**config.mk**
```make
export PLATFORM = sky130hd
export DESIGN_NAME = can_fd_send_request_error_status
export DESIGN_NICKNAME = d
export VERILOG_FILES = /design/src/hdl/can_fd_send_request_error_status.v
export VERILOG_INCLUDE_DIRS = /design/src /design/src/hdl
export SDC_FILE = /design/constraint.sdc
export NUM_CORES = 1
export LEC_CHECK = 0
export BUFFER_PORTS_ARGS = -buffer_cell sky130_fd_sc_hd__buf_2
export CORE_MARGIN = 3
export CORE_UTILIZATION = 30
export DETAILED_ROUTE_END_ITERATION = 8
export PLACE_DENSITY = 0.54
export SYNTH_ARGS = -nofsm -noshare
export SYNTH_HDL_FRONTEND = slang
export SYNTH_SLANG_ARGS = --single-unit
```
**constraint.sdc**
```tcl
create_clock -name pclk -period 8.7 [get_ports pclk]
set_input_delay 2.61 -clock pclk [delete_from_list [all_inputs] [get_ports pclk]]
set_output_delay 2.61 -clock pclk [all_outputs]
set_load 0.01 [all_outputs]
```
**src/hdl/can_fd_send_request_consts.vh**
```
// Purpose: constants for the CAN FD request and error status slice
// Assumes: APB byte address is four times the register index
// Notes: indices are the printed register offsets
`ifndef CAN_FD_SEND_REQUEST_CONSTS_VH
`define CAN_FD_SEND_REQUEST_CONSTS_VH

// ****************************************************************
// register indices
// ****************************************************************
`define IDX_RX_OVF_SUM_HI 14'h05EA
`define IDX_TX_ATT_SUM_LO 14'h05EC
`define IDX_TX_ATT_SUM_HI 14'h05EE
`define IDX_SEND_REQ_LO 14'h05F0
`define IDX_SEND_REQ_HI 14'h05F2
`define IDX_ERR_CNT_PAIR 14'h05F4
`define IDX_ERR_STATE 14'h05F6
`define IDX_NOM_ERR_CNT 14'h05F8
`define IDX_FAST_ERR_CNT 14'h05FA

// ****************************************************************
// fields, thresholds and reset values
// ****************************************************************
`define OPMODE_CONFIG 3'h4
`define TEC_INC 9'h008
`define TEC_DEC 9'h001
`define TEC_BUSOFF_LIM 9'h0FF
`define TEC_SAT 9'h100
`define ERR_PASSIVE_LIM 9'h07F
`define ERR_WARN_LO 9'h05F
`define ERR_WARN_HI 9'h080
`define REC_DEC 8'h01
`define CNT8_MAX 8'hFF
`define STATE_RESET 6'h20
`define SREQ_RESET 8'h00
`define ST_BUS_OFF 5
`define ST_TX_PASSIVE 4
`define ST_RX_PASSIVE 3
`define ST_TX_WARN 2
`define ST_RX_WARN 1
`define ST_ANY_WARN 0
`endif

```
**src/hdl/can_fd_send_request_error_status.v**
```verilog
// Purpose: send request, attempt summary and error counter registers
// Assumes: APB slave, zero wait state, protocol engine events in pclk
// Notes: 16-bit registers sit in the low half of each 32-bit word
//
// Behaviour
// - summaries read-only; flags cleared in FIFOs
// - attempt summary low byte, bit0 queue
// - attempt bit reads one when pending
// - objects 8 to 31 read zero
// - write one requests send, hardware clears
// - writing zero never cancels a send
// - receive objects ignore send request
// - send request bit 0 serves queue
// - tx and rx error counts, read-only
// - bus off when tx count above 255
// - bus off resets set, held in configuration
// - tx passive when tx count above 127
// - rx passive when rx count above 127
// - tx warning between 95 and 128
// - rx warning between 95 and 128
// - any warning is tx or rx warning
// - nominal rate tx rx counters, read-write
// - data rate tx rx counters, read-write
// - configuration mode is mode value 100
`timescale 1ns/100ps
`include "can_fd_send_request_consts.vh"

module can_fd_send_request_error_status (
   input wire pclk,
   input wire presetn,
   input wire psel,
   input wire penable,
   input wire pwrite,
   input wire [15:0] paddr,
   input wire [31:0] pwdata,
   input wire [3:0] pstrb,
   output reg [31:0] prdata,
   output reg pready,
   output reg pslverr,
   input wire [2:0] operation_mode_field,
   input wire [7:1] object_is_transmitter,
   input wire [7:0] tx_attempt_pending,
   input wire [7:0] object_sent,
   input wire tx_error_event,
   input wire rx_error_event,
   input wire tx_success,
   input wire rx_success,
   input wire fast_phase,
   input wire bus_off_recovered,
   output reg [7:0] send_request,
   output reg bus_off_state,
   output reg tx_passive_state,
   output reg rx_passive_state,
   output reg any_warning_state
);

   // ************************************************************
   // functions
   // ************************************************************
   function hit;
      input [15:0] addr;
      input [13:0] idx;
      begin
         hit = (addr[15:2] == idx);
      end
   endfunction

   function [7:0] sat_inc;
      input [7:0] v;
      begin
         if (v == `CNT8_MAX) begin
            sat_inc = v;
         end else begin
            sat_inc = v + 8'h01;
         end
      end
   endfunction

   function [7:0] sat_dec;
      input [7:0] v;
      begin
         if (v == 8'h00) begin
            sat_dec = v;
         end else begin
            sat_dec = v - `REC_DEC;
         end
      end
   endfunction

   function warn_band;
      input [8:0] v;
      begin
         warn_band = (v > `ERR_WARN_LO) && (v < `ERR_WARN_HI);
      end
   endfunction

   function passive_band;
      input [8:0] v;
      begin
         passive_band = (v > `ERR_PASSIVE_LIM);
      end
   endfunction

   // ************************************************************
   // state
   // ************************************************************
   reg [8:0] tec_r;
   reg [8:0] tec_nxt;
   reg [7:0] rec_r;
   reg [7:0] rec_nxt;
   reg [7:0] nom_tx_r;
   reg [7:0] nom_tx_nxt;
   reg [7:0] nom_rx_r;
   reg [7:0] nom_rx_nxt;
   reg [7:0] fast_tx_r;
   reg [7:0] fast_tx_nxt;
   reg [7:0] fast_rx_r;
   reg [7:0] fast_rx_nxt;
   reg [5:0] state_r;
   reg [5:0] state_nxt;
   reg [7:0] sreq_nxt;
   reg [15:0] rd_data;
   reg mapped;
   reg [9:0] tec_sum;
   wire cfg_mode;
   wire setup;
   wire wr_en;
   wire [7:0] tec_view;
   wire [7:0] tx_allow;
   wire wr_sreq;
   wire wr_nom;
   wire wr_fast;

   assign cfg_mode = (operation_mode_field == `OPMODE_CONFIG);
   assign setup = psel & ~penable;
   assign wr_en = psel & penable & pready & pwrite;
   assign tec_view = (tec_r > `TEC_BUSOFF_LIM) ? `CNT8_MAX : tec_r[7:0];
   assign tx_allow = {object_is_transmitter, 1'b1};
   assign wr_sreq = wr_en & hit(paddr, `IDX_SEND_REQ_LO);
   assign wr_nom = wr_en & hit(paddr, `IDX_NOM_ERR_CNT);
   assign wr_fast = wr_en & hit(paddr, `IDX_FAST_ERR_CNT);

   // ************************************************************
   // address decode and read data
   // ************************************************************
   always @* begin
      mapped = 1'b1;
      rd_data = 16'h0000;
      case (1'b1)
         hit(paddr, `IDX_RX_OVF_SUM_HI): begin
            rd_data = 16'h0000;
         end
         hit(paddr, `IDX_TX_ATT_SUM_LO): begin
            rd_data = {8'h00, tx_attempt_pending};
         end
         hit(paddr, `IDX_TX_ATT_SUM_HI): begin
            rd_data = 16'h0000;
         end
         hit(paddr, `IDX_SEND_REQ_LO): begin
            rd_data = {8'h00, send_request};
         end
         hit(paddr, `IDX_SEND_REQ_HI): begin
            rd_data = 16'h0000;
         end
         hit(paddr, `IDX_ERR_CNT_PAIR): begin
            rd_data = {tec_view, rec_r};
         end
         hit(paddr, `IDX_ERR_STATE): begin
            rd_data = {10'h000, state_r};
         end
         hit(paddr, `IDX_NOM_ERR_CNT): begin
            rd_data = {nom_tx_r, nom_rx_r};
         end
         hit(paddr, `IDX_FAST_ERR_CNT): begin
            rd_data = {fast_tx_r, fast_rx_r};
         end
         default: begin
            mapped = 1'b0;
         end
      endcase
   end

   // ************************************************************
   // send requests
   // ************************************************************
   always @* begin
      sreq_nxt = send_request & ~object_sent;
      if (wr_sreq && pstrb[0]) begin
         // ones set, zeros leave bits alone, set wins over clear
         sreq_nxt = sreq_nxt | (pwdata[7:0] & tx_allow);
      end
   end

   // ************************************************************
   // protocol error counters
   // ************************************************************
   always @* begin
      tec_sum = {1'b0, tec_r} + {1'b0, `TEC_INC};
      tec_nxt = tec_r;
      rec_nxt = rec_r;
      if (cfg_mode || bus_off_recovered) begin
         tec_nxt = 9'h000;
         rec_nxt = 8'h00;
      end else begin
         if (tx_error_event) begin
            if (tec_sum > {1'b0, `TEC_SAT}) begin
               tec_nxt = `TEC_SAT;
            end else begin
               tec_nxt = tec_sum[8:0];
            end
         end else if (tx_success && tec_r != 9'h000 &&
                      tec_r <= `TEC_BUSOFF_LIM) begin
            tec_nxt = tec_r - `TEC_DEC;
         end
         if (rx_error_event) begin
            rec_nxt = sat_inc(rec_r);
         end else if (rx_success) begin
            rec_nxt = sat_dec(rec_r);
         end
      end
   end

   // ************************************************************
   // phase error counters
   // ************************************************************
   always @* begin
      nom_tx_nxt = nom_tx_r;
      nom_rx_nxt = nom_rx_r;
      fast_tx_nxt = fast_tx_r;
      fast_rx_nxt = fast_rx_r;
      if (wr_nom) begin
         if (pstrb[1]) begin
            nom_tx_nxt = pwdata[15:8];
         end
         if (pstrb[0]) begin
            nom_rx_nxt = pwdata[7:0];
         end
      end
      if (wr_fast) begin
         if (pstrb[1]) begin
            fast_tx_nxt = pwdata[15:8];
         end
         if (pstrb[0]) begin
            fast_rx_nxt = pwdata[7:0];
         end
      end
      if (tx_error_event && !fast_phase) begin
         nom_tx_nxt = sat_inc(nom_tx_nxt);
      end
      if (rx_error_event && !fast_phase) begin
         nom_rx_nxt = sat_inc(nom_rx_nxt);
      end
      if (tx_error_event && fast_phase) begin
         fast_tx_nxt = sat_inc(fast_tx_nxt);
      end
      if (rx_error_event && fast_phase) begin
         fast_rx_nxt = sat_inc(fast_rx_nxt);
      end
   end

   // ************************************************************
   // error state bits
   // ************************************************************
   always @* begin
      state_nxt = 6'h00;
      state_nxt[`ST_BUS_OFF] = cfg_mode ||
                              (tec_r > `TEC_BUSOFF_LIM);
      state_nxt[`ST_TX_PASSIVE] = passive_band(tec_r);
      state_nxt[`ST_RX_PASSIVE] = passive_band({1'b0, rec_r});
      state_nxt[`ST_TX_WARN] = warn_band(tec_r);
      state_nxt[`ST_RX_WARN] = warn_band({1'b0, rec_r});
      state_nxt[`ST_ANY_WARN] = state_nxt[`ST_TX_WARN] |
                                state_nxt[`ST_RX_WARN];
   end

   // ************************************************************
   // registers
   // ************************************************************
   // bus response: ready and error stand for the access cycle only
   always @(posedge pclk or negedge presetn) begin
      if (!presetn) begin
         prdata <= 32'h00000000;
         pready <= 1'b0;
         pslverr <= 1'b0;
      end else begin
         pready <= setup;
         pslverr <= setup & ~mapped;
         if (setup) begin
            prdata <= {16'h0000, rd_data};
         end
      end
   end

   // ************************************************************
   // send request register
   // ************************************************************
   always @(posedge pclk or negedge presetn) begin
      if (!presetn) begin
         send_request <= `SREQ_RESET;
      end else begin
         send_request <= sreq_nxt;
      end
   end

   // ************************************************************
   // counter registers
   // ************************************************************
   always @(posedge pclk or negedge presetn) begin
      if (!presetn) begin
         tec_r <= 9'h000;
         rec_r <= 8'h00;
         nom_tx_r <= 8'h00;
         nom_rx_r <= 8'h00;
         fast_tx_r <= 8'h00;
         fast_rx_r <= 8'h00;
      end else begin
         tec_r <= tec_nxt;
         rec_r <= rec_nxt;
         nom_tx_r <= nom_tx_nxt;
         nom_rx_r <= nom_rx_nxt;
         fast_tx_r <= fast_tx_nxt;
         fast_rx_r <= fast_rx_nxt;
      end
   end

   // ************************************************************
   // error state registers
   // ************************************************************
   // the state outputs mirror the register bits in separate flops loaded from state_nxt
   always @(posedge pclk or negedge presetn) begin
      if (!presetn) begin
         state_r <= `STATE_RESET;
         bus_off_state <= 1'b1;
         tx_passive_state <= 1'b0;
         rx_passive_state <= 1'b0;
         any_warning_state <= 1'b0;
      end else begin
         state_r <= state_nxt;
         bus_off_state <= state_nxt[`ST_BUS_OFF];
         tx_passive_state <= state_nxt[`ST_TX_PASSIVE];
         rx_passive_state <= state_nxt[`ST_RX_PASSIVE];
         any_warning_state <= state_nxt[`ST_ANY_WARN];
      end
   end

endmodule // can_fd_send_request_error_status

```
== Yosys cells after proc, flatten, opt, wreduce, memory -nomap -nowiden ==
Index checks and enable logic that the tools add are counted.
Widths: inputs -> output; s select.

* $add $sub $neg: 8
* Order comparisons: 9
* Equal/unequal tests: 17
* Mux-type cells: 45
* Bitwise operators: 15
* Reduce and logical (&&, ||, !) cells: 17

{| class="wikitable"
|+ Operators with widths
! operator !! number
|-
| $mux 8 || 23
|-
| $mux 16 || 9
|-
| $eq 14x11->1 const B || 9
|-
| $add 8x1->8 const B || 5
|-
| $eq 8x8->1 const B || 5
|-
| $mux 9 || 4
|-
| $gt 9x7->1 const B || 2
|-
| $and 8x8->8 || 2
|-
| $gt 8x7->1 const B || 2
|-
| $add 9x4->10 const B || 1
|-
| $gt 10x9->1 const B || 1
|-
| $gt 9x8->1 const B || 1
|-
| $le 9x8->1 const B || 1
|-
| $logic_and 1x1->1 || 9
|-
| $lt 9x8->1 const B || 1
|-
| $mux 1 || 9
|-
| $reduce_bool 9->1 || 1
|-
| $sub 9x1->9 const B || 1
|-
| $and 1x1->1 || 8
|-
| $logic_not 8->1 || 1
|-
| $lt 8x8->1 const B || 1
|-
| $not 8->8 || 1
|-
| $or 8x8->8 || 1
|-
| $sub 8x1->8 const B || 1
|-
| other kinds (8) || 12
|}

* Register bits: 85
* Bits of input ports: 89
* Output and inout bits: 46
* Word-level logic and storage cells: 126

== Logic depth before layout (Yosys ltp) ==
* Word-level depth: 12
* Gate-level depth with buffers: 13
* Depth with buffers taken out: 11

== Worst setup path after synthesis ==
OpenSTA, ideal clock, no wires.

* Path kind: input -> register
* Start point: input paddr[3]
* End point: register nom_rx_r[1]
* Setup time: 125 ps
* Arrival: 5174 ps
* Data required time: 8575 ps
* Path slack: 3401 ps
* Cell stages on the path: 12
* Buffers on the path: 2
* Path through: buf_4 -> nor2_4 -> nand4_2 -> buf_6 -> nor2_2 -> mux2_2 -> ha_1 -> and4_1 -> nor3_1 -> or2_2 -> nand2_1 -> mux2_2

* Cells in the longest elaborated chain, start to end: 6
* Elaborated cells on any way between the ends: 7
* Those cells by class: 1 x add/sub; 2 x eq/ne; 3 x mux; 1 x bitwise

{| class="wikitable"
|+ RTL lines
! element !! RTL line !! text
|-
| from (decl) || can_fd_send_request_error_status.v:34 || <nowiki>input wire [15:0] paddr,</nowiki>
|-
| $eq 14x11->1 * || can_fd_send_request_error_status.v:64 || <nowiki>hit = (addr[15:2] == idx);</nowiki>
|-
| $and 1x1->1 * || can_fd_send_request_error_status.v:140 || <nowiki>assign wr_nom = wr_en & hit(paddr, `IDX_NOM_ERR_CNT);</nowiki>
|-
| $mux 8 * || can_fd_send_request_error_status.v:231 || <nowiki>if (wr_nom) begin</nowiki>
|-
| $add 8x1->8 / $eq 8x8->1 (equally long branches) || -- ||
|-
| $mux 8 || can_fd_send_request_error_status.v:71 || <nowiki>if (v == `CNT8_MAX) begin</nowiki>
|-
| $mux 8 * || can_fd_send_request_error_status.v:250 || <nowiki>if (rx_error_event && !fast_phase) begin</nowiki>
|-
| via nom_rx_nxt[1] || can_fd_send_request_error_status.v:114 || <nowiki>reg [7:0] nom_rx_nxt;</nowiki>
|-
| to (signal assigned) || can_fd_send_request_error_status.v:320 || <nowiki>nom_rx_r <= nom_rx_nxt;</nowiki>
|-
| to (decl) || can_fd_send_request_error_status.v:113 || <nowiki>reg [7:0] nom_rx_r;</nowiki>
|}

Mark *: on every way through the listed nets, which the timed path passes. The rest lies on a longest branch.
A chain may end at the register's enable or synchronous reset.

== Worst setup path in the final report ==
* Start point: input paddr[15]
* End point: register nom_rx_r[1]

The elaborated chain is that of the path after synthesis.

==> reports/qor.yml <==
timing.hold.ws_ns: 0.485
fin_worst_skew_ns: 0.00876
synthCells: 721
path_common_cell: "mux2_2"
finalMaxSlewViolations: 0
min_path_type: "reg2reg"
grt_antenna_before_repair: 1
nets: 900
place_ws_ns: 2.56
grt_pass1_wl_mm: 29.7
worst_slew_pin_slew_ns: 0.949
worstPathCellList: "buf_2, nor2_1, nand4_2, nor2_2, mux2_2, ha_1, and4_1, nor3_1, or2_2, nand2_1, mux2_2"
ios: 135
cts_made_buffers: 9
num_rows: 51
critPathLaunchType: "input port"
post-route-util_pct: 35.5
num_vias: 5703
cpMaxStageDelayCell: "nor2_2"
synth_edf_count: 0
synth_xor_area_share_pct: 4.23
wl_mm: 18.7
synth_commonest_cells: "nand2_1 (98), dfrtp_1 (80), o21ai_0 (57)"
p_leak_nw: 3.03
cts_hold_buf: 0
async_flop_share_pct: 100
post-route-min-period_ns: 5.83
rsz0062_at_grt: "no"
dr.first_iter.drc_count: 455
portBuffers: 98
dpl.hpwl_mm: 14.2
synth_top_cell_by_area: "dfrtp_1"
htreeDepth: 3
cts_setup_buffers: 0
period_share_pct: 67.1
layout.cells.non_filler: 1064
clkLatencyLatePin_ns: 0.35
synth-seq-area-share_pct: 33.8
synth-compound-area-share_pct: 20.8
drc: 0
setup_tns_ns: 0
tritoncts: "built"
synthMuxAreaShare_pct: 6.24
viasPerCell: 5.36
die_x_um: 147
yosysWarnings: 0
grt_start_max_net_pins: 45
antenna_cells: 0
synth_top_family_by_area: "simple AND/OR/NAND/NOR gates"
grt_use_met3_pct: 2.79
worstHoldPathCells: 2
finalHoldViolCount: 0
dp.cells: 1049
required_ns: 8.93
first_pass_iters: 7
vdd_drop_max_mv: 0.0931
fmax_mhz: 171
synth_fa_ha_area_share_pct: 3.46
ant_nets: 0
clk_pin_slew_ns: 0.06
clk_path_buf_depth: 2
start_util_pct: 30.7
synth-seq-cells: 81
synth.distinct_cells: 81
r2r_cells: 10
power_density_mw_per_mm2: 195
grt_use_met1_pct: 24.2
setup_viol: 0
fin_ws_ns: 2.87
synth_top_area_share_pct: 33.4
synth_area_leaders: "dfrtp_1 (33%), nand2_1 (6.1%), o21ai_0 (4.8%), mux2i_1 (4.2%), a21oi_1 (3.4%)"
grt_use_met2_pct: 26.5
cp-end-kind: "register"
cts-resized-gates: 0
drive_gt1_share_pct: 17.6
outcome: "finished clean"
synth.avg_cell_area_sq_um: 8.32
core_area_sq_mm: 0.0195
yosys.cell_count.top_type: "nand2_1"
gp_congestion: 0.868
dieHeight_um: 147
cp.arrival_ns: 6.07
gr-total-overflow: 0
grt_pass1_vias: 5410
cts.sinks: 81
yosys.area_share.simple_pct: 25.2
die-area_sq_mm: 0.0217
area_growth_pct: 15.4
cts_root_buf: "clkbuf_16"
drv_cap: 0
netlist_area_sq_mm: 0.00600
busiest_layer: "met2"
crit_fanout: 15
ys.flop_type: "dfrtp_1"
max_slew_margin_pct: 36.2
crit_type: "in2reg"
grt_use_total_pct: 17.0
cp_slowest_stage_delay_ns: 0.57
wl_per_cell_um: 17.6
==> per-layer routing <==
metal  vias up  wire, um
li1       2763         -
met1      2729      8730
met2       184      8610
met3        25      1010
met4         2       374
met5         -        13
==> power by group <==
part | leakage (nW) | internal [mW] | switching, mW
Combinational | 1.80 | 0.166 | 0.211
Clock | 0.153 | 0.258 | 0.157
Sequential | 1.07 | 0.448 | 0.110
==> worst paths after layout <==
kind                           start           to  slack, ns
hold reg to reg            prdata[8]    prdata[8]       0.49
setup reg to reg              pready  nom_rx_r[1]       4.98
setup / recovery           paddr[15]  nom_rx_r[1]       2.87
hold / removal             prdata[8]    prdata[8]       0.49
max in group asynchronous    presetn      pslverr       5.48
min in group asynchronous    presetn  nom_rx_r[7]       2.23
==> layout by cell type, fill, tap and decap left out, types with 4 or more instances in the layout <==
cell,n
conb_1,16
nand3_1,31
nand2b_1,11
xnor2_1,12
a32oi_1,5
nor2b_1,4
a211oi_1,4
nand4_1,14
buf_2,97
and2_1,5
a22o_1,8
o21a_1,6
o22ai_1,12
nor4_1,5
or4_1,6
dfrtp_1,80
or3_1,9
clkbuf_16,9
nand2_1,98
xor2_1,17
nor2_1,47
a31oi_1,5
o21ai_0,57
ha_1,15
and4_1,10
inv_1,25
a21oi_1,41
mux2_2,11
or2_2,4
o211ai_1,10
nor3_1,13
and3_1,14
mux2i_1,25
==> layout make-up <==
type / instances / area [sq um]
Timing Repair Buffer: 99 / 500
Clock buffer: 12 / 246
Multi-Input combinational cell: 579 / 3660
Fill cell: 2082 / 12600
Inverter: 25 / 93.8
Tap cell: 265 / 332
Clock inverter: 3 / 65.1
Sequential cell: 81 / 2030
==> sequential cells by signal (all words and copies together), names as in the netlist <==
name           cells
bus_off_state      1
prdata            16
fast_rx_r          8
tec_r              9
fast_tx_r          8
rec_r              8
pready             1
nom_tx_r           8
send_request       8
nom_rx_r           8
state_r            5
pslverr            1
==> worst max-delay path, delay by kind of cell <==
kind / cells / cell delay, ns
buffers and inverters: 1 / 0.10
and+or+nand+nor: 7 / 2.37
muxes: 2 / 0.72
adders and majority gates: 1 / 0.25
==> cell families (layout without fill, tap and decap cells) <==
logic type / after synthesis / after routing
and+or+nand+nor: 290 / 290
AOI/OAI and AO/OA: 192 / 192
DFF: 81 / 81
buffers and inverters: 76 / 139
muxes: 36 / 36
xor gates and xnor gates: 29 / 29
adders and majority gates: 16 / 16
other: 1 / 16
==> stage by stage <==
step	cell area, sq um	total power [mW]
after CTS	6920	1.36
after global placement	6610	0.935
after global routing	6920	1.44
after detailed placement	6610	0.936
after floorplan	6050	0.814
final	6920	1.35
Power figures use the tool's default switching activity.
